**config.mk**
```make
export PLATFORM = sky130hd
export DESIGN_NAME = pulse_mode_sequencer
export DESIGN_NICKNAME = d
export VERILOG_FILES = /design/src/core/pms_pkg.sv /design/src/core/interval_timer.sv /design/src/core/pulse_mode_sequencer.sv
export SDC_FILE = /design/constraint.sdc
export NUM_CORES = 1
export LEC_CHECK = 0
export ABC_AREA = 1
export BUFFER_PORTS_ARGS = -buffer_cell sky130_fd_sc_hd__buf_2
export CAP_MARGIN = 0
export CELL_PAD_IN_SITES_DETAIL_PLACEMENT = 2
export CELL_PAD_IN_SITES_GLOBAL_PLACEMENT = 2
export CORE_ASPECT_RATIO = 0.7
export CORE_UTILIZATION = 35
export CTS_CLUSTER_DIAMETER = 150
export DETAILED_ROUTE_END_ITERATION = 7
export GPL_ROUTABILITY_DRIVEN = 0
export PLACE_DENSITY_LB_ADDON = 0.1
export SETUP_SLACK_MARGIN = 0.3
export SKIP_CTS_REPAIR_TIMING = 1
export SLEW_MARGIN = 20
export SYNTH_ARGS = -nofsm -noshare
export SYNTH_HDL_FRONTEND = slang
export SYNTH_SLANG_ARGS = --single-unit
```
**constraint.sdc**
```tcl
create_clock -name core_clk -period 4.6 [get_ports core_clk]
set_input_delay 0.46 -clock core_clk [delete_from_list [all_inputs] [get_ports core_clk]]
set_output_delay 0.46 -clock core_clk [all_outputs]
set_load 0.02 [all_outputs]
```
**src/core/pms_pkg.sv**
```systemverilog
// Constants shared by the pulse mode sequencer and its testbench.
// Assumes every user writes pms_pkg::name; nothing is imported.
package pms_pkg;

  // ****************************************
  // Register map (byte offsets, AXI4-Lite)
  // ****************************************
  localparam logic [7:0] CTRL_OFS = 8'h00;
  localparam logic [7:0] PERIOD_OFS = 8'h04;
  localparam logic [7:0] DELAY_OFS = 8'h08;
  localparam logic [7:0] WIDTH_OFS = 8'h0c;
  localparam logic [7:0] STATUS_OFS = 8'h10;

  // ****************************************
  // Control field positions
  // ****************************************
  localparam int CTRL_MODE_LSB = 0;
  localparam int CTRL_REMOTE_BIT = 3;
  localparam int CTRL_EXT_BIT = 4;
  localparam int CTRL_NEG_BIT = 5;
  localparam int CTRL_FIRE_BIT = 6;
  localparam logic [7:0] CTRL_STORE_MASK = 8'h3f;

  // ****************************************
  // Reset values (intervals in core_clk cycles)
  // ****************************************
  localparam logic [7:0] CTRL_RST = 8'h00;
  localparam logic [31:0] PERIOD_RST = 32'h00000064;
  localparam logic [31:0] DELAY_RST = 32'h00000014;
  localparam logic [31:0] WIDTH_RST = 32'h0000000a;

  // ****************************************
  // Mode codes and modes
  // ****************************************
  localparam logic [2:0] CODE_SINGLE = 3'h0;
  localparam logic [2:0] CODE_DELAYED = 3'h1;
  localparam logic [2:0] CODE_DOUBLE = 3'h2;
  localparam logic [2:0] CODE_BURST = 3'h3;
  localparam logic [2:0] CODE_GATED = 3'h4;

  typedef enum logic [4:0] {
    MODE_SINGLE = 5'h01,
    MODE_DELAYED = 5'h02,
    MODE_DOUBLE = 5'h04,
    MODE_BURST = 5'h08,
    MODE_GATED = 5'h10
  } pulse_mode_t;

  // ****************************************
  // Bus responses
  // ****************************************
  localparam logic [1:0] RESP_OKAY = 2'h0;
  localparam logic [1:0] RESP_SLVERR = 2'h2;

endpackage

```
**src/core/interval_timer.sv**
```systemverilog
// Reloadable down-counting interval timer used for period, delay and width.
// Assumes one clock, a synchronous start strobe and a clock enable from the parent.
`timescale 1ns/100ps
module interval_timer #(
  parameter int TW = 32
) (
  input wire logic core_clk, // System clock
  input wire logic rst_n, // Asynchronous reset, active low
  input wire logic ce, // Clock enable, freezes state when low
  input wire logic start, // Reload and start the interval
  input wire logic [TW-1:0] load_val, // Interval length in cycles
  output logic active, // High while the interval runs
  output logic last // High in the final cycle of the interval
);

  typedef struct packed {
    logic act;
    logic [TW-1:0] cnt;
  } timer_state_t;

  timer_state_t s;
  timer_state_t next_s;

  // Next state: a start reloads even while running; zero acts as one cycle
  always_comb begin
    next_s = s;
    if (start) begin
      next_s.act = 1'b1;
      next_s.cnt = (load_val == '0) ? TW'(1) : load_val;
    end else if (s.act) begin
      if (s.cnt == TW'(1)) begin
        next_s.act = 1'b0;
      end else begin
        next_s.cnt = s.cnt - TW'(1);
      end
    end
  end

  // State register
  always_ff @(posedge core_clk or negedge rst_n) begin
    if (!rst_n) begin
      s <= '0;
    end else if (ce) begin
      s <= next_s;
    end
  end

  assign active = s.act;
  assign last = s.act && (s.cnt == TW'(1));

endmodule // interval_timer

```
**src/core/pulse_mode_sequencer.sv**
```systemverilog
// Pulse mode sequencer: period, delay and width timers steered by five pulse modes.
// Assumes an AXI4-Lite master on core_clk and trigger, gate and remote inputs synchronous to it.
//
// Functional notes
// Internal single mode: period timer free-runs
// Each period cycle triggers width, delay, pretrigger
// Single mode: one pulse per period cycle
// Delay starts on trigger, runs programmed interval
// Delay expiry emits late trigger pulse
// Width timer starts with delay timer
// Width gate sets output pulse width
// Negative polarity inverts the output pulse
// Delayed mode: delay expiry starts width timer
// Delayed mode: late trigger precedes delayed pulse
// Double mode: both triggers start width timer
// Double mode: late trigger precedes second pulse
// Burst mode: period runs only inside delay gate
// Burst mode: external trigger starts each burst
// Burst mode: period triggers reach width in gate
// Burst mode: late trigger at burst end
// Gated mode: external gate enables period timer
// Gated mode: late trigger follows each period trigger
// Remote select takes mode from remote inputs
// External source disables period, external triggers drive; the code ignores the external source bit in burst and gated modes
// Intervals counted in clock cycles, reload on start
`timescale 1ns/100ps
module pulse_mode_sequencer #(
  parameter int TW = 32, // Timer width, at most 32
  parameter int AW = 8 // Register address width
) (
  input wire logic core_clk, // System clock, 25 MHz
  input wire logic rst_n, // Asynchronous reset, active low
  input wire logic ce, // Clock enable, freezes all state when low
  input wire logic ext_trig, // External trigger, rising edge counts
  input wire logic ext_gate, // External gate, high enables period timer
  input wire logic [2:0] remote_mode, // Mode code from remote connector
  output logic pulse_out, // Shaped output pulse
  output logic pretrig_out, // Advance trigger, one cycle per period
  output logic late_trig_out, // Late trigger, one cycle at delay end
  input wire logic [AW-1:0] s_axi_awaddr, // Write address
  input wire logic s_axi_awvalid, // Write address valid
  output logic s_axi_awready, // Write address ready
  input wire logic [31:0] s_axi_wdata, // Write data
  input wire logic [3:0] s_axi_wstrb, // Write byte strobes
  input wire logic s_axi_wvalid, // Write data valid
  output logic s_axi_wready, // Write data ready
  output logic [1:0] s_axi_bresp, // Write response
  output logic s_axi_bvalid, // Write response valid
  input wire logic s_axi_bready, // Write response ready
  input wire logic [AW-1:0] s_axi_araddr, // Read address
  input wire logic s_axi_arvalid, // Read address valid
  output logic s_axi_arready, // Read address ready
  output logic [31:0] s_axi_rdata, // Read data
  output logic [1:0] s_axi_rresp, // Read response
  output logic s_axi_rvalid, // Read data valid
  input wire logic s_axi_rready // Read data ready
);

  // ****************************************
  // State
  // ****************************************
  typedef struct packed {
    logic awready;
    logic aw_got;
    logic [AW-1:0] aw_addr;
    logic wready;
    logic w_got;
    logic [31:0] w_data;
    logic [3:0] w_strb;
    logic bvalid;
    logic [1:0] bresp;
    logic arready;
    logic rvalid;
    logic [1:0] rresp;
    logic [31:0] rdata;
    logic [7:0] ctrl;
    logic [TW-1:0] period;
    logic [TW-1:0] delay;
    logic [TW-1:0] width;
    logic fire;
    logic trig_prev;
    logic pulse;
    logic pretrig;
    logic late;
  } seq_state_t;

  seq_state_t s;
  seq_state_t next_s;

  pms_pkg::pulse_mode_t mode;
  logic [2:0] mode_code;
  logic ext_src;
  logic ext_fire;
  logic period_run;
  logic period_tick;
  logic trig;
  logic delay_start;
  logic width_start;
  logic p_active;
  logic p_last;
  logic d_active;
  logic d_last;
  logic w_active;
  logic delay_too_long;

  // ****************************************
  // Mode selection
  // ****************************************

  // Remote code replaces the panel code when remote select is set
  assign mode_code = s.ctrl[pms_pkg::CTRL_REMOTE_BIT] ? remote_mode : s.ctrl[pms_pkg::CTRL_MODE_LSB +: 3];

  // Decode mode code; unused codes fall back to single
  always_comb begin
    case (mode_code)
      pms_pkg::CODE_SINGLE: mode = pms_pkg::MODE_SINGLE;
      pms_pkg::CODE_DELAYED: mode = pms_pkg::MODE_DELAYED;
      pms_pkg::CODE_DOUBLE: mode = pms_pkg::MODE_DOUBLE;
      pms_pkg::CODE_BURST: mode = pms_pkg::MODE_BURST;
      pms_pkg::CODE_GATED: mode = pms_pkg::MODE_GATED;
      default: mode = pms_pkg::MODE_SINGLE;
    endcase
  end

  // ****************************************
  // Trigger routing
  // ****************************************

  // External trigger edge or a software manual fire
  assign ext_src = s.ctrl[pms_pkg::CTRL_EXT_BIT];
  assign ext_fire = (ext_trig && !s.trig_prev) || s.fire;

  // Which gate lets the period timer run
  always_comb begin
    case (mode)
      pms_pkg::MODE_BURST: period_run = d_active;
      pms_pkg::MODE_GATED: period_run = ext_gate;
      default: period_run = !ext_src;
    endcase
  end

  // Period trigger at start and at each expiry of the period timer
  assign period_tick = period_run && (!p_active || p_last);

  // Trigger that starts delay and width timers together in single, double and gated modes
  always_comb begin
    case (mode)
      pms_pkg::MODE_BURST: trig = period_tick;
      pms_pkg::MODE_GATED: trig = period_tick;
      default: trig = ext_src ? ext_fire : period_tick;
    endcase
  end

  // Delay timer start: external trigger opens the burst gate in burst mode
  assign delay_start = (mode == pms_pkg::MODE_BURST) ? ext_fire : trig;

  // Width timer start per mode
  always_comb begin
    case (mode)
      pms_pkg::MODE_SINGLE: width_start = trig;
      pms_pkg::MODE_DELAYED: width_start = d_last;
      pms_pkg::MODE_DOUBLE: width_start = trig || d_last;
      pms_pkg::MODE_BURST: width_start = period_tick && d_active;
      pms_pkg::MODE_GATED: width_start = trig;
      default: width_start = trig;
    endcase
  end

  // Delay that does not fit inside the period is flagged in status
  assign delay_too_long = (s.delay >= s.period);

  // ****************************************
  // Interval timers
  // ****************************************

  // Period timer, reloaded on every period trigger
  interval_timer #(.TW(TW)) u_period_timer (
    .core_clk(core_clk),
    .rst_n(rst_n),
    .ce(ce),
    .start(period_tick),
    .load_val(s.period),
    .active(p_active),
    .last(p_last)
  );

  // Delay timer, doubles as burst gate
  interval_timer #(.TW(TW)) u_delay_timer (
    .core_clk(core_clk),
    .rst_n(rst_n),
    .ce(ce),
    .start(delay_start),
    .load_val(s.delay),
    .active(d_active),
    .last(d_last)
  );

  // Width timer, its activity is the width gate
  interval_timer #(.TW(TW)) u_width_timer (
    .core_clk(core_clk),
    .rst_n(rst_n),
    .ce(ce),
    .start(width_start),
    .load_val(s.width),
    .active(w_active),
    .last()
  );

  // ****************************************
  // Register write merge
  // ****************************************

  // Byte-lane merge of write data into an old value
  function automatic logic [31:0] merge_bytes(input logic [31:0] old, input logic [31:0] data,
                                              input logic [3:0] strb);
    logic [31:0] res;
    res = old;
    for (int b = 0; b < 4; b++) begin
      if (strb[b]) begin
        res[8*b +: 8] = data[8*b +: 8];
      end
    end
    return res;
  endfunction

  // ****************************************
  // Next state
  // ****************************************

  // Bus slave, registers and output stage
  always_comb begin
    logic [31:0] merged;
    merged = '0;
    next_s = s;
    next_s.fire = 1'b0;
    next_s.trig_prev = ext_trig;
    // Output stage
    next_s.pulse = w_active ^ s.ctrl[pms_pkg::CTRL_NEG_BIT];
    next_s.pretrig = period_tick;
    next_s.late = d_last;
    // Write channels taken independently
    if (s_axi_awvalid && s.awready) begin
      next_s.aw_got = 1'b1;
      next_s.aw_addr = s_axi_awaddr;
    end
    if (s_axi_wvalid && s.wready) begin
      next_s.w_got = 1'b1;
      next_s.w_data = s_axi_wdata;
      next_s.w_strb = s_axi_wstrb;
    end
    if (s.bvalid && s_axi_bready) begin
      next_s.bvalid = 1'b0;
    end
    // Perform the write once both halves are held and no response is pending
    if (s.aw_got && s.w_got && !s.bvalid) begin
      next_s.aw_got = 1'b0;
      next_s.w_got = 1'b0;
      next_s.bvalid = 1'b1;
      next_s.bresp = pms_pkg::RESP_OKAY;
      case (s.aw_addr[7:0])
        pms_pkg::CTRL_OFS: begin
          merged = merge_bytes({24'h000000, s.ctrl}, s.w_data, s.w_strb);
          next_s.ctrl = merged[7:0] & pms_pkg::CTRL_STORE_MASK;
          next_s.fire = s.w_strb[0] && merged[pms_pkg::CTRL_FIRE_BIT];
        end
        pms_pkg::PERIOD_OFS: begin
          merged = merge_bytes(32'(s.period), s.w_data, s.w_strb);
          next_s.period = merged[TW-1:0];
        end
        pms_pkg::DELAY_OFS: begin
          merged = merge_bytes(32'(s.delay), s.w_data, s.w_strb);
          next_s.delay = merged[TW-1:0];
        end
        pms_pkg::WIDTH_OFS: begin
          merged = merge_bytes(32'(s.width), s.w_data, s.w_strb);
          next_s.width = merged[TW-1:0];
        end
        default: begin
          next_s.bresp = pms_pkg::RESP_SLVERR;
        end
      endcase
    end
    next_s.awready = !next_s.aw_got;
    next_s.wready = !next_s.w_got;
    // Read channel, answer one cycle after the address is taken
    if (s.rvalid && s_axi_rready) begin
      next_s.rvalid = 1'b0;
    end
    if (s_axi_arvalid && s.arready) begin
      next_s.rvalid = 1'b1;
      next_s.rresp = pms_pkg::RESP_OKAY;
      case (s_axi_araddr[7:0])
        pms_pkg::CTRL_OFS: next_s.rdata = {24'h000000, s.ctrl};
        pms_pkg::PERIOD_OFS: next_s.rdata = 32'(s.period);
        pms_pkg::DELAY_OFS: next_s.rdata = 32'(s.delay);
        pms_pkg::WIDTH_OFS: next_s.rdata = 32'(s.width);
        pms_pkg::STATUS_OFS: next_s.rdata = {23'h0, delay_too_long, period_run, w_active, d_active, mode};
        default: begin
          next_s.rdata = 32'h00000000;
          next_s.rresp = pms_pkg::RESP_SLVERR;
        end
      endcase
    end
    next_s.arready = !next_s.rvalid;
  end

  // ****************************************
  // State register
  // ****************************************

  // Reset values, then update on clock enable
  always_ff @(posedge core_clk or negedge rst_n) begin
    if (!rst_n) begin
      s <= '0;
      s.awready <= 1'b1;
      s.wready <= 1'b1;
      s.arready <= 1'b1;
      s.ctrl <= pms_pkg::CTRL_RST;
      s.period <= pms_pkg::PERIOD_RST[TW-1:0];
      s.delay <= pms_pkg::DELAY_RST[TW-1:0];
      s.width <= pms_pkg::WIDTH_RST[TW-1:0];
    end else if (ce) begin
      s <= next_s;
    end
  end

  // ****************************************
  // Outputs
  // ****************************************
  assign pulse_out = s.pulse;
  assign pretrig_out = s.pretrig;
  assign late_trig_out = s.late;
  assign s_axi_awready = s.awready;
  assign s_axi_wready = s.wready;
  assign s_axi_bresp = s.bresp;
  assign s_axi_bvalid = s.bvalid;
  assign s_axi_arready = s.arready;
  assign s_axi_rdata = s.rdata;
  assign s_axi_rresp = s.rresp;
  assign s_axi_rvalid = s.rvalid;

endmodule // pulse_mode_sequencer

```
; ---- Word-level counts from Yosys, hierarchy flattened
; Cells that the tools add are included.
[word_totals]
register_bits = 293
out_inout_bits = 44
[classes]
addsub = 3
order_cmp = 1
eq_ne = 22
mux = 38
bitwise = 1
n_reduce_logical = 56
[ops]
columns = operator, n
row1 = 2-to-1 mux 33 bit, 6
row2 = 2-to-1 mux 32 bit, 6
row3 = one-hot mux 32 bit (5 select lines), 1
row4 = == test 32 x 1 -> 1 bit (second input constant), 3
row5 = zero test 32 bit, 3
row6 = subtractor 32 x 1 -> 32 bit (second input constant), 3
row7 = AND reduction 4 bit, 13
row8 = 2-to-1 mux 37 bit, 1
row9 = 2-to-1 mux 35 bit, 1
row10 = == test 8 x 4 -> 1 bit (second input constant), 4
row11 = >= comparator 32 bit, 1
row12 = 2-to-1 mux 7 bit, 3
row13 = one-hot mux 5 bit (4 select lines), 1
row14 = == test 8 x 3 -> 1 bit (second input constant), 2
row15 = zero test 8 bit, 2
row16 = logical AND 1 bit, 13
row17 = 2-to-1 mux 1 bit, 12
row18 = AND reduction 2 bit, 5
row19 = 2-to-1 mux 9 bit, 1
row20 = AND reduction 3 bit, 3
row21 = == test 8 x 5 -> 1 bit (second input constant), 1
row22 = nonzero test 2 bit, 4
row23 = zero test 1 bit, 7
row24 = == test 3 x 2 -> 1 bit (second input constant), 2
row25 = other kinds (18), 23

; ---- Depth between registers and ports, before layout
; Gate-level depths: netlist of the first run.
[depth]
depth_word = 12
depth_mapped = 16

; ---- Hierarchy
; A second synthesis of the first run with hierarchy kept.
[unflattened]
cells_unflattened = 2489
hier_area_um2 = 17708.2
[by_module_without_submodules]
columns = mod, instances, cells_per_inst, area_each_um2
row1 = pulse_mode_sequencer, 1, 1076, 9228.9
row2 = interval_timer, 3, 471, 2826.5

; ---- Least setup slack after synthesis of the first run
; OpenSTA, ideal clock, no wires.
[synth_timing]
kind = register to register
from = reg u_period_timer.s[12] (netlist bit)
to = reg u_delay_timer.s[10] (netlist bit)
setup_ns = 0.116
t_arrival_ns = 1.900
required_ns = 4.484
slack_ns = 2.584
path_stages_with_launch = 14
n_path_buf = 1
synth_period_minus_slack_ns = 2.016
path_cell_list = dfrtp_1 > nor2_1 > nand2_1 > nor2_2 > nand2_2 > o21ai_4 > nand3_4 > nand3_4 > nand2_4 > a21oi_4 > inv_4 > buf_6 > nand2_1 > nand2_1
[synth_between]
elab_chain_cells = 9
[synth_lines]
columns = element, line_no
row1 = start: declaration, interval_timer.sv:21  ; timer_state_t s;
row2 = start signal: assignment, interval_timer.sv:44  ; s <= next_s;
row3 = == test 32 x 1 -> 1 bit (*), interval_timer.sv:49  ; assign last = s.act && (s.cnt == TW'(1));
row4 = logical AND 1 bit (*), interval_timer.sv:49
row5 = logical OR 1 bit (*), pulse_mode_sequencer.sv:143  ; assign period_tick = period_run && (!p_active || p_last);
row6 = logical AND 1 bit (*), pulse_mode_sequencer.sv:143
row7 = 2-to-1 mux 1 bit, pulse_mode_sequencer.sv:150  ; default: trig = ext_src ? ext_fire : period_tick;
row8 = 2-to-1 mux 1 bit (*), pulse_mode_sequencer.sv:147  ; case (mode)
row9 = 2-to-1 mux 1 bit (*), pulse_mode_sequencer.sv:155  ; assign delay_start = (mode == pms_pkg::MODE_BURST) ? ext_fire : trig;
row10 = != test 2 bit (no line) / nonzero test 2 bit (equally long branches), --
row11 = AND reduction 3 bit (no line), --
row12 = end signal: assignment, interval_timer.sv:44
row13 = end: declaration, interval_timer.sv:21
; Mark *: on every way between the ends. The rest lies on a longest branch, timed or not.
; A chain may end at the register's enable or synchronous reset.

; ---- Worst setup path after layout of the first run
[layout_timing]
from = reg u_period_timer.s[12] (netlist bit)
to = reg u_width_timer.s[13] (netlist bit)
[layout_between]
elab_chain_cells = 10
[layout_lines]
columns = element, line_no
row1 = == test 32 x 1 -> 1 bit (*), interval_timer.sv:49
row2 = logical AND 1 bit (*), interval_timer.sv:49
row3 = logical OR 1 bit (*), pulse_mode_sequencer.sv:143
row4 = logical AND 1 bit (*), pulse_mode_sequencer.sv:143
row5 = 2-to-1 mux 1 bit, pulse_mode_sequencer.sv:150
row6 = 2-to-1 mux 1 bit, pulse_mode_sequencer.sv:147
row7 = logical OR 1 bit, pulse_mode_sequencer.sv:162  ; pms_pkg::MODE_DOUBLE: width_start = trig || d_last;
row8 = one-hot mux 1 bit (3 select lines) (*), pulse_mode_sequencer.sv:159  ; case (mode)
row9 = != test 2 x 1 -> 1 bit (no line) / nonzero test 2 bit (equally long branches), --
row10 = AND reduction 3 bit (no line), --
row11 = end signal: assignment, interval_timer.sv:44
row12 = end: declaration, interval_timer.sv:21
; Marked as above.

==> results of run 1 <==
## flip-flops by register name, indices dropped and copies added (netlist names), 32 cells and up
name and cells:
s 149, s_axi_rdata 32, u_delay_timer.s 32, u_period_timer.s 32, u_width_timer.s 32
## per-stage QoR
step / cells / utilization [%] / hold WS, ns / cell area [um^2]
after floorplan: 2217 / - / 0.164 / 16600
after global placement: 2833 / 37.4 / 0.456 / 17400
after detailed placement: 2833 / 37.4 / 0.463 / 17400
after CTS: 2893 / 39.8 / 0.0468 / 18500
after global routing: 2893 / 39.8 / 0.0724 / 18500
final: 2895 / 39.8 / 0.00910 / 18500
## cell usage in the layout, fill, tap and decap left out, types with 7 or more instances in the layout
master	netlist	final
dfstp_2	10	10
nand4_1	45	45
o22ai_1	20	20
xor2_1	55	55
nand3_1	117	116
clkbuf_16	0	35
dfrtp_1	281	281
nor3_1	17	16
inv_1	175	174
clkbuf_1	56	7
ha_1	38	38
xnor2_1	17	17
nor2_1	216	216
nand2_2	9	9
clkbuf_8	0	7
a21oi_1	54	54
o21ai_0	239	239
a221oi_1	17	17
buf_2	20	105
buf_4	36	18
nor4_1	29	26
nand2_1	692	692
## layer usage
metal  global-route usage, %  vias to the layer above  wire length (um)
li1                        -                     7283                 -
met5                       0                        -                 0
met4                    5.60                        0              1210
met3                    3.13                       77              2320
met1                    43.0                     8196             35000
met2                    42.5                      285             28800
## kinds of logic after synthesis
kind of cell             count (synthesis)
adder cells (fa/ha/maj)                 38
flip-flops                             291
AND/OR/NAND/NOR                       1144
buffers and inverters                  304
XOR/XNOR                                72
other                                    1
AO/OA/AOI/OAI                          366
## path summary, 6_finish.rpt
check | endpoint | slack (ns) | depth (start not counted)
setup / recovery | u_width_timer.s[13] | 1.07 | 14
hold / removal | u_delay_timer.s[9] | 0.009 | 1
setup reg to reg | u_width_timer.s[13] | 1.07 | 14
hold reg to reg | s[192] | 0.47 | 2
max in group asynchronous | u_delay_timer.s[25] | 3.46 | 2
min in group core_clk | s[151] | 0.13 | 3
## cell type report
| cell class | count | area [um^2] |
|---|---|---|
| well taps | 612 | 766 |
| inverters | 182 | 688 |
| fillers | 5451 | 28000 |
| flip-flops and latches | 291 | 7290 |
| repair buffers | 126 | 716 |
| clock buffers | 49 | 998 |
| clock inverters | 11 | 118 |
| diodes | 2 | 5.00 |
| multi-input cells | 1622 | 7950 |
## worst max-delay path: stages, from the launching register on
cell and delay (ns):
dfrtp_1 0.43, nor2_1 0.23, nand2_1 0.12, nor2_2 0.18, nand2_2 0.09, o21ai_4 0.29, nand3_4 0.13, buf_4 0.27
nand2_1 0.16, nand2_2 0.43, nand3_1 0.28, nand2_2 0.08, inv_2 0.48, nand2_1 0.17, nand2_1 0.10
## where the power goes
part	internal, mW	switching, mW
Combinational	1.56	3.36
Clock	1.63	1.17
Sequential	3.16	0.663
==> metrics, run 1 <==
synth unique cells 50; Syn Area/Cell ~7.5 um^2; Worst setup EP type flop; Reg clk slew, reported paths around 0.070 ns; final setup TNS 0 ns; actual slew at the worst max-slew pin 1.07 ns; Starting Density 35.6%; Die W 262 um; WP data arrival 4.01 ns; r2r startpoint u_period_timer.s[12]; CTS Sinks 291; max-cap violations 0; power per cell area 623 nW/um^2; synth cell count leaders 692 x nand2_1, 281 x dfrtp_1, 239 x o21ai_0; Remaining DRCs 0; Hold WC Path Type input port to async pin; Final Cycle Share between 70 and 80%; vias in the first global route 16800; status finished, final reports clean; WL/cell 23.3 um; initial DRC count 1181; ranking of synthesized cells by area dfrtp_1 42%, nand2_1 16%, o21ai_0 7.2%; PnR worst setup slack 1.07 ns; Via Count ~16000; Skew-Pair Late Insertion Delay 0.54 ns; Routed Antenna Nets 0; crit path from u_period_timer.s[12]; largest net degree at the start of global routing 103; Synth Warn # 0; CTS tree yes; EDFF count, synth 0; mux cell area share after synthesis 0%; I/O pins 109; Die Y 184 um; synthesized area approximately 17000 um^2; post-synthesis compound-gate area fraction 12.2%; Final Hold Viols 0; Clock Path Buffers 3; Max Freq 0.283 GHz; total power 11.6 mW; Max VDD drop 0.268 mV; Post-Synth Adder-Cell Area around 2.9%; post-synth top area share a little over two fifths; clock skew 0.0162 ns; Yosys reg bits 291; core area approximately 47000 um^2; Die Area roughly 48000 um^2; Nets 2360; DRT Pass-1 Iters 5; most frequent cell after synthesis nand2_1; Relative slew margins 28.5%; Worst EP required ~5.1 ns; H-tree levels 2; RSZ-0062 raised after global routing no; layout cells sized above 1 9.91%; CP Launch Type flop; static leakage 9.05 nW; Worst Setup Path Type flop to flop; final worst path period need approximately 3.5 ns; Post-Synth XOR/XNOR Area 3.80%; Num CTS Buffers 34; first-pass GRT wire length ~100 mm; Post-Place Setup Slack 1.15 ns; row count 66; clock root buffer clkbuf_16; Slew Viols, Final 0; Seq/Total Area, Yosys between 40% and 50%; final WL 67.4 mm; post-synth top area cell dfrtp_1; GRT Total Usage 28.2%; largest family of logic cells by synthesized area simple AND/OR/NAND/NOR gates; input/output buffers 106; Crit Path Max Fanout 34; post-synthesis simple-gate area fraction 28.9%; grt ovf 0; ys flop type dfrtp_1; Post-synth ARST share 100%; Detailed Place HPWL 50.2 mm; vias per cell 5.47; initial antenna violation count 5; area growth from synthesis to layout 11.8%; Setup Viol. Count Final 0; Mapped Cells about 2200
No activity file was read; power rests on OpenSTA's default activity.
==> inputs of run 2 (changes only) <==
--- a/config.mk
+++ b/config.mk
@@ -5,7 +5,7 @@
 export SDC_FILE = /design/constraint.sdc
 export NUM_CORES = 1
 export LEC_CHECK = 0
-export ABC_AREA = 1
+export ABC_AREA = 0
 export BUFFER_PORTS_ARGS = -buffer_cell sky130_fd_sc_hd__buf_2
 export CAP_MARGIN = 0
 export CELL_PAD_IN_SITES_DETAIL_PLACEMENT = 2
==> constraint.sdc (replaced) <==
create_clock -name core_clk -period 3.2 [get_ports core_clk]
set_input_delay 0.32 -clock core_clk [delete_from_list [all_inputs] [get_ports core_clk]]
set_output_delay 0.32 -clock core_clk [all_outputs]
set_load 0.02 [all_outputs]
==> run 2 against run 1 <==
Effect of this change:
- utilization rose by 3.8 points
- first-iteration DRC count is 33% lower
- non-clock buffer count increased by 115
- sequential cell count unchanged
- global-route usage fell by 0.57 points
- register-to-register slack worse by 0.88 ns
- sequential power up 47%
- via count fell by 8.7%
- highest routed layer is now met5
==> metrics, run 2 <==
synthesized area ~16000 um^2; row count 64; ranking of synthesized cells by area dfrtp_1 44%, mux2_2 8.1%, o21ai_0 6.4%; Via Count 14500; status finished, final reports clean; input/output buffers 106; Final Non-Filler Cells 2419; Clock Path Buffers 3; Hold WC Path Type input port to flop; Post-synth ARST share 100%; I/O pins 109; Max Freq 0.332 GHz; Die Y 180 um; post-synth top area share 44.4%; WP data arrival 3.44 ns; # placed instances around 2300; Synth Warn # 0; Reg2Reg Depth 12; Remaining DRCs 0; Crit Path Max Fanout 6; clock skew roughly 0.017 ns; final worst path period need 3.01 ns; Final Hold Viols 0; CTS Sinks 291; Die W 256 um; Starting Density between 30 and 40%; Skew-Pair Late Insertion Delay 0.53 ns; Reg clk slew, reported paths roughly 0.06 ns; Worst Setup Path Type flop to flop; EDFF count, synth 0; most frequent cell after synthesis dfrtp_1; layout cells sized above 1 26.9%; grt ovf 0; Buf/Inv on CP 5; Slew Viols, Final 0; WL/cell 27.5 um; CP Cell Sequence or4_4 -> or3_4 -> o31ai_4 -> buf_4 -> buf_6 -> nand4_1 -> buf_6 -> a21oi_4 -> buf_12 -> buf_4 -> a22oi_1 -> o21ai_0; worst hold endpoint s[155]; reg-to-reg slack, setup 0.19 ns; Final Cycle Share approximately 94%; r2r endpoint u_width_timer.s[13]; Num CTS Buffers 35; vias per cell 5.98; area of the multi-input gates 7960 um^2; area growth from synthesis to layout 21.5%; max FFs per register 149; initial antenna violation count 2; H-tree levels 2; CP Launch Type flop; ys flop type dfrtp_1; CP max stage delay 0.56 ns; Max VDD drop about 0.39 mV; final setup TNS 0 ns; Detailed Place HPWL 47.4 mm; core area 44100 um^2; synth unique cells 85; Seq/Total Area, Yosys 46.1%; actual slew at the worst max-slew pin 0.882 ns; Routed Antenna Nets 0; Mapped Cells approximately 1600; Finished Cell Area 19200 um^2; Yosys reg bits 291; max-cap violations 0; Syn Area/Cell 9.64 um^2; first-pass GRT wire length a little under 100 mm; Fillers approximately 4700; synth cell count leaders 281 x dfrtp_1, 201 x o21ai_0, 173 x nand2_1; Die Area roughly 46000 um^2; r2r startpoint u_period_timer.s[28]; clock root buffer clkbuf_16; largest net degree at the start of global routing 81; Worst EP required 3.64 ns; post-synth top area cell dfrtp_1; most frequent cells in the layout 278 x dfrtp_1, 184 x o21ai_0, 168 x nand2_1, 114 x mux2_2, 105 x buf_2; CTS tree yes; vias in the first global route 15000; slowest CP cell or4_4; static leakage 8.67 nW; initial DRC count 796; Nets 1906; Cell Area, Placed 17300 um^2; total power 13.3 mW; RSZ-0062 raised after global routing yes; hold_sp s_axi_wdata[3]; Worst setup EP type flop; GRT Total Usage 27.6%; Relative slew margins 40.6%; final WL 66.6 mm; hold depth 2; Setup Viol. Count Final 0; CP top delay family simple AND/OR/NAND/NOR gates; DRT Pass-1 Iters 5; power per cell area 689 nW/um^2; sequential cell area 7300 um^2; Biggest register s; most common cell after layout, fill and taps aside dfrtp_1
## run 2: cell count changes in the layout (fill, tap and decap cells not counted), moves of 25 or more
cell,change
nor4_1,+33
nor2_1,-128
buf_4,+82
o2bb2ai_1,+25
o21ai_0,-55
xor2_1,-54
nand2_1,-524
mux2_2,+114
mux2i_1,+35
inv_1,-107
nor3_1,+32
a22oi_1,+30
nand3_1,-88
## run 2: worst reg2reg max path, delay by kind of cell, from the launching register on
| family | cells | cell delay, ns |
|---|---|---|
| buffers and inverters | 5 | 0.74 |
| and+or+nand+nor | 3 | 1.07 |
| DFF | 1 | 0.41 |
| AOI/OAI and AO/OA | 4 | 0.71 |
## run 2: area by class of cell
class	instances	share of cell area, %
Multi-Input combinational cell	1167	41.4
Clock inverter	7	0.332
Sequential cell	291	38.0
Inverter	67	1.31
Tap cell	594	3.87
Timing Repair Buffer	241	9.96
Clock buffer	51	5.18
Antenna cell	1	0.0130
## run 2: worst max-delay path by stage
stage | start | end | slack (ns) | cells after the start
6_report | u_period_timer.s[28] | u_width_timer.s[13] | 0.19 | 12
2_1_floorplan | u_width_timer.s[5] | u_width_timer.s[16] | 0.50 | 7
3_5_place_dp | s[104] | u_width_timer.s[1] | -0.01 | 7
3_3_place_gp | s[104] | u_width_timer.s[1] | 0.13 | 6
5_1_grt | u_period_timer.s[28] | u_width_timer.s[15] | 0.11 | 12
4_1_cts | s[104] | u_width_timer.s[1] | -0.04 | 7
## run 2: power breakdown
part / total, mW / leakage, nW / internal [mW] / switching (mW)
Sequential: 5.64 / 3.62 / 4.47 / 1.17
Combinational: 3.76 / 4.52 / 1.59 / 2.17
Clock: 3.86 / 0.524 / 2.23 / 1.63
Total: 13.3 / 8.67 / 8.29 / 4.97
## run 2: layer usage
metal  share of wire (%)  vias to the layer above  track usage, %
met5               0.020                        -               0
met4                 2.7                        2            8.38
met3                 5.0                      102            4.29
met2                  44                      345            41.1
met1                  48                     7636            40.9
li1                    -                     6371               -
## run 2: stage by stage
| stage | setup slack [ns] | utilization, % | hold WS [ns] |
|---|---|---|---|
| floorplan | 0.504 | - | 0.0244 |
| global placement | 0.127 | 39.3 | 0.378 |
| detailed placement | -0.0125 | 39.3 | 0.372 |
| CTS | -0.0362 | 41.7 | -0.184 |
| global route | 0.109 | 43.6 | 0.0188 |
| finish | 0.192 | 43.6 | 0.0227 |
## run 2: kinds of logic (layout without fill, tap and decap cells)
logic type	count (synthesis)	after routing	share of synthesized area, %
other cells	1	3	0.0237
fa+ha+maj	38	38	3.00
mux	151	151	10.5
xor+xnor	4	4	0.221
flops	291	291	46.1
compound gates	456	456	18.5
buf+inv	185	366	5.62
simple gates	516	516	16.1
==> inputs of run 3 (changes only) <==
--- a/config.mk
+++ b/config.mk
@@ -21,4 +21,5 @@
 export SLEW_MARGIN = 20
 export SYNTH_ARGS = -nofsm -noshare
 export SYNTH_HDL_FRONTEND = slang
+export SYNTH_HIERARCHICAL = 1
 export SYNTH_SLANG_ARGS = --single-unit
==> run 3 against run 2 <==
Effect of this change:
- the flow now finishes with violations (setup timing)
- routed wire length fell by 2.4%
- sequential power rose by 3.7%
- synthesized cell count fell by 5.2%
- critical endpoint is now u_period_timer/s[3]
- largest power group is now combinational cells
==> metrics, run 3 <==
CTS Sinks 291; Relative slew margins between 30% and 40%; ant diodes 0; GRT Total Usage around 26%; power per cell area approximately 1100 nW/um^2; Syn Area/Cell between 10 and 15 um^2; H-tree levels 2; initial DRC count 899; # placed instances 2282; final WL about 65 mm; WP data arrival between 3 and 4 ns; Crit Path Max Fanout 5; Remaining DRCs 0; Routed Antenna Nets 0; Reg clk slew, reported paths 0.06 ns; Setup Viol. Count Final 99; largest net degree at the start of global routing 82; Via Count 14100; clock skew between 0.015 and 0.02 ns; Final Non-Filler Cells 2389; slowest CP cell or4_4; CP top delay family simple AND/OR/NAND/NOR gates; Starting Density between 30% and 40%; final worst path period need 3.56 ns; initial antenna violation count 1; row count 65; I/O pins 109; final core utilization 45.3%; most common cell after layout, fill and taps aside dfrtp_1; synthesized area 16100 um^2; CP max stage delay about 0.58 ns; layout cells sized above 1 38.9%; core area 45200 um^2; CP Cell Sequence or4_4 -> nor4_4 -> nor2b_4 -> and4_1 -> inv_2 -> a2111oi_4 -> buf_4 -> buf_6 -> o21ai_2 -> a41o_4 -> buf_12 -> buf_6 -> buf_6 -> o21ai_2 -> o21ai_1; Skew-Pair Late Insertion Delay 0.53 ns; Worst Setup Path Type flop to flop; vias in the first global route 14700; r2r startpoint u_period_timer/s[24]; DRT Pass-1 Iters 5; Max VDD drop 0.561 mV; area of the multi-input gates 8490 um^2; vias per cell 5.90; Final Cycle Share 111%; CTS tree yes; hold_sp s_axi_awaddr[4]; CP Launch Type flop; Biggest register s; Final Hold Viols 0; first-pass GRT wire length slightly above 90 mm; Die W 258 um; violated checks setup timing; Slew Viols, Final 0; Nets 1866; sequential cell area 7290 um^2; Synth Warn # 6; Buf/Inv on CP 6; RSZ-0062 raised after global routing yes; Worst setup EP type flop; Hold WC Path Type input port to flop; WL/cell 27.2 um; Most common cell on crit path buf_6; Mapped Cells 1556; grt ovf 0; static leakage approximately 9 nW; max-cap violations 0; Max Freq about 0.28 GHz; actual slew at the worst max-slew pin 0.930 ns; Num CTS Buffers 35; Clock Path Buffers 3; max FFs per register 149; input/output buffers 106; clock root buffer clkbuf_16; Fillers between 4000 and 5000; Die Area 46900 um^2; Die Y 181 um; Worst EP required between 3 and 4 ns; most frequent cells in the layout 281 x dfrtp_1, 156 x mux2_2, 138 x buf_4, 105 x buf_2, 92 x o21ai_1; PnR worst setup slack -0.361 ns; crit path from u_period_timer/s[24]; status finished with violations; Detailed Place HPWL 45.1 mm; area growth from synthesis to layout 27.2%
run 3: changes by cell type in the layout (fill, tap and decap cells not counted), sizes merged, moves of 19 or more:
cell / before / now
a31oi: 7 / 33
a32oi: 20 / 52
buf: 233 / 284
mux2: 114 / 170
mux2i: 37 / 5
nand2: 174 / 60
o21ai: 205 / 186
o2bb2ai: 25 / 0
run 3: path summary, 6_finish.rpt:
path,endpoint,slack [ns],depth (start not counted)
setup reg to reg,u_period_timer/s[3],-0.36,15
setup / recovery,u_period_timer/s[3],-0.36,15
min in group asynchronous,u_width_timer/s[28],0.39,2
max in group asynchronous,u_period_timer/s[16],1.84,3
hold / removal,s[190],0.02,2
hold reg to reg,s_axi_rdata[25],0.47,2
run 3: power by group:
part           internal (mW)  leakage (nW)  total (mW)  switching, mW
clock                   2.30         0.551        3.95           1.65
combinational           5.02          4.69        12.2           7.20
sequential              4.66          3.83        5.85           1.19
run 3: worst register-to-register path, stage by stage, from the launching register on:
cell and delay, ns:
dfrtp_1 0.38, or4_4 0.58, nor4_4 0.30, nor2b_4 0.22
and4_1 0.20, inv_2 0.07, a2111oi_4 0.42, buf_4 0.18
buf_6 0.12, o21ai_2 0.06, a41o_4 0.32, buf_12 0.15
buf_6 0.11, buf_6 0.12, o21ai_2 0.12, o21ai_1 0.09
run 3: final cells by class:
cell class              instances  share of cell area [%]
flip-flops and latches        291                    35.6
clock inverters                10                   0.366
clock buffers                  50                    5.00
well taps                     603                    3.68
repair buffers                301                    12.7
inverters                      66                    1.21
multi-input cells            1068                    41.5
run 3: metrics by stage:
stage	hold WS (ns)	instance area (um^2)	setup WS, ns	total power, mW	TNS (ns)
after floorplan	0.0244	16300	0.0220	11.6	0
after global placement	0.383	18000	-0.349	15.3	-18.28
after detailed placement	0.385	18000	-0.450	15.6	-24.80
after CTS	-0.174	19100	-0.459	19.7	-27.27
after global routing	0.00574	20500	-0.509	23.2	-42.53
final	0.0185	20500	-0.361	22.0	-28.36
run 3: routing by layer:
metal  global-route usage, %  part of all wire [%]
met5                       0                 0.026
met4                    5.94                   2.2
met3                    4.70                   5.0
met2                    41.2                    47
met1                    36.2                    46
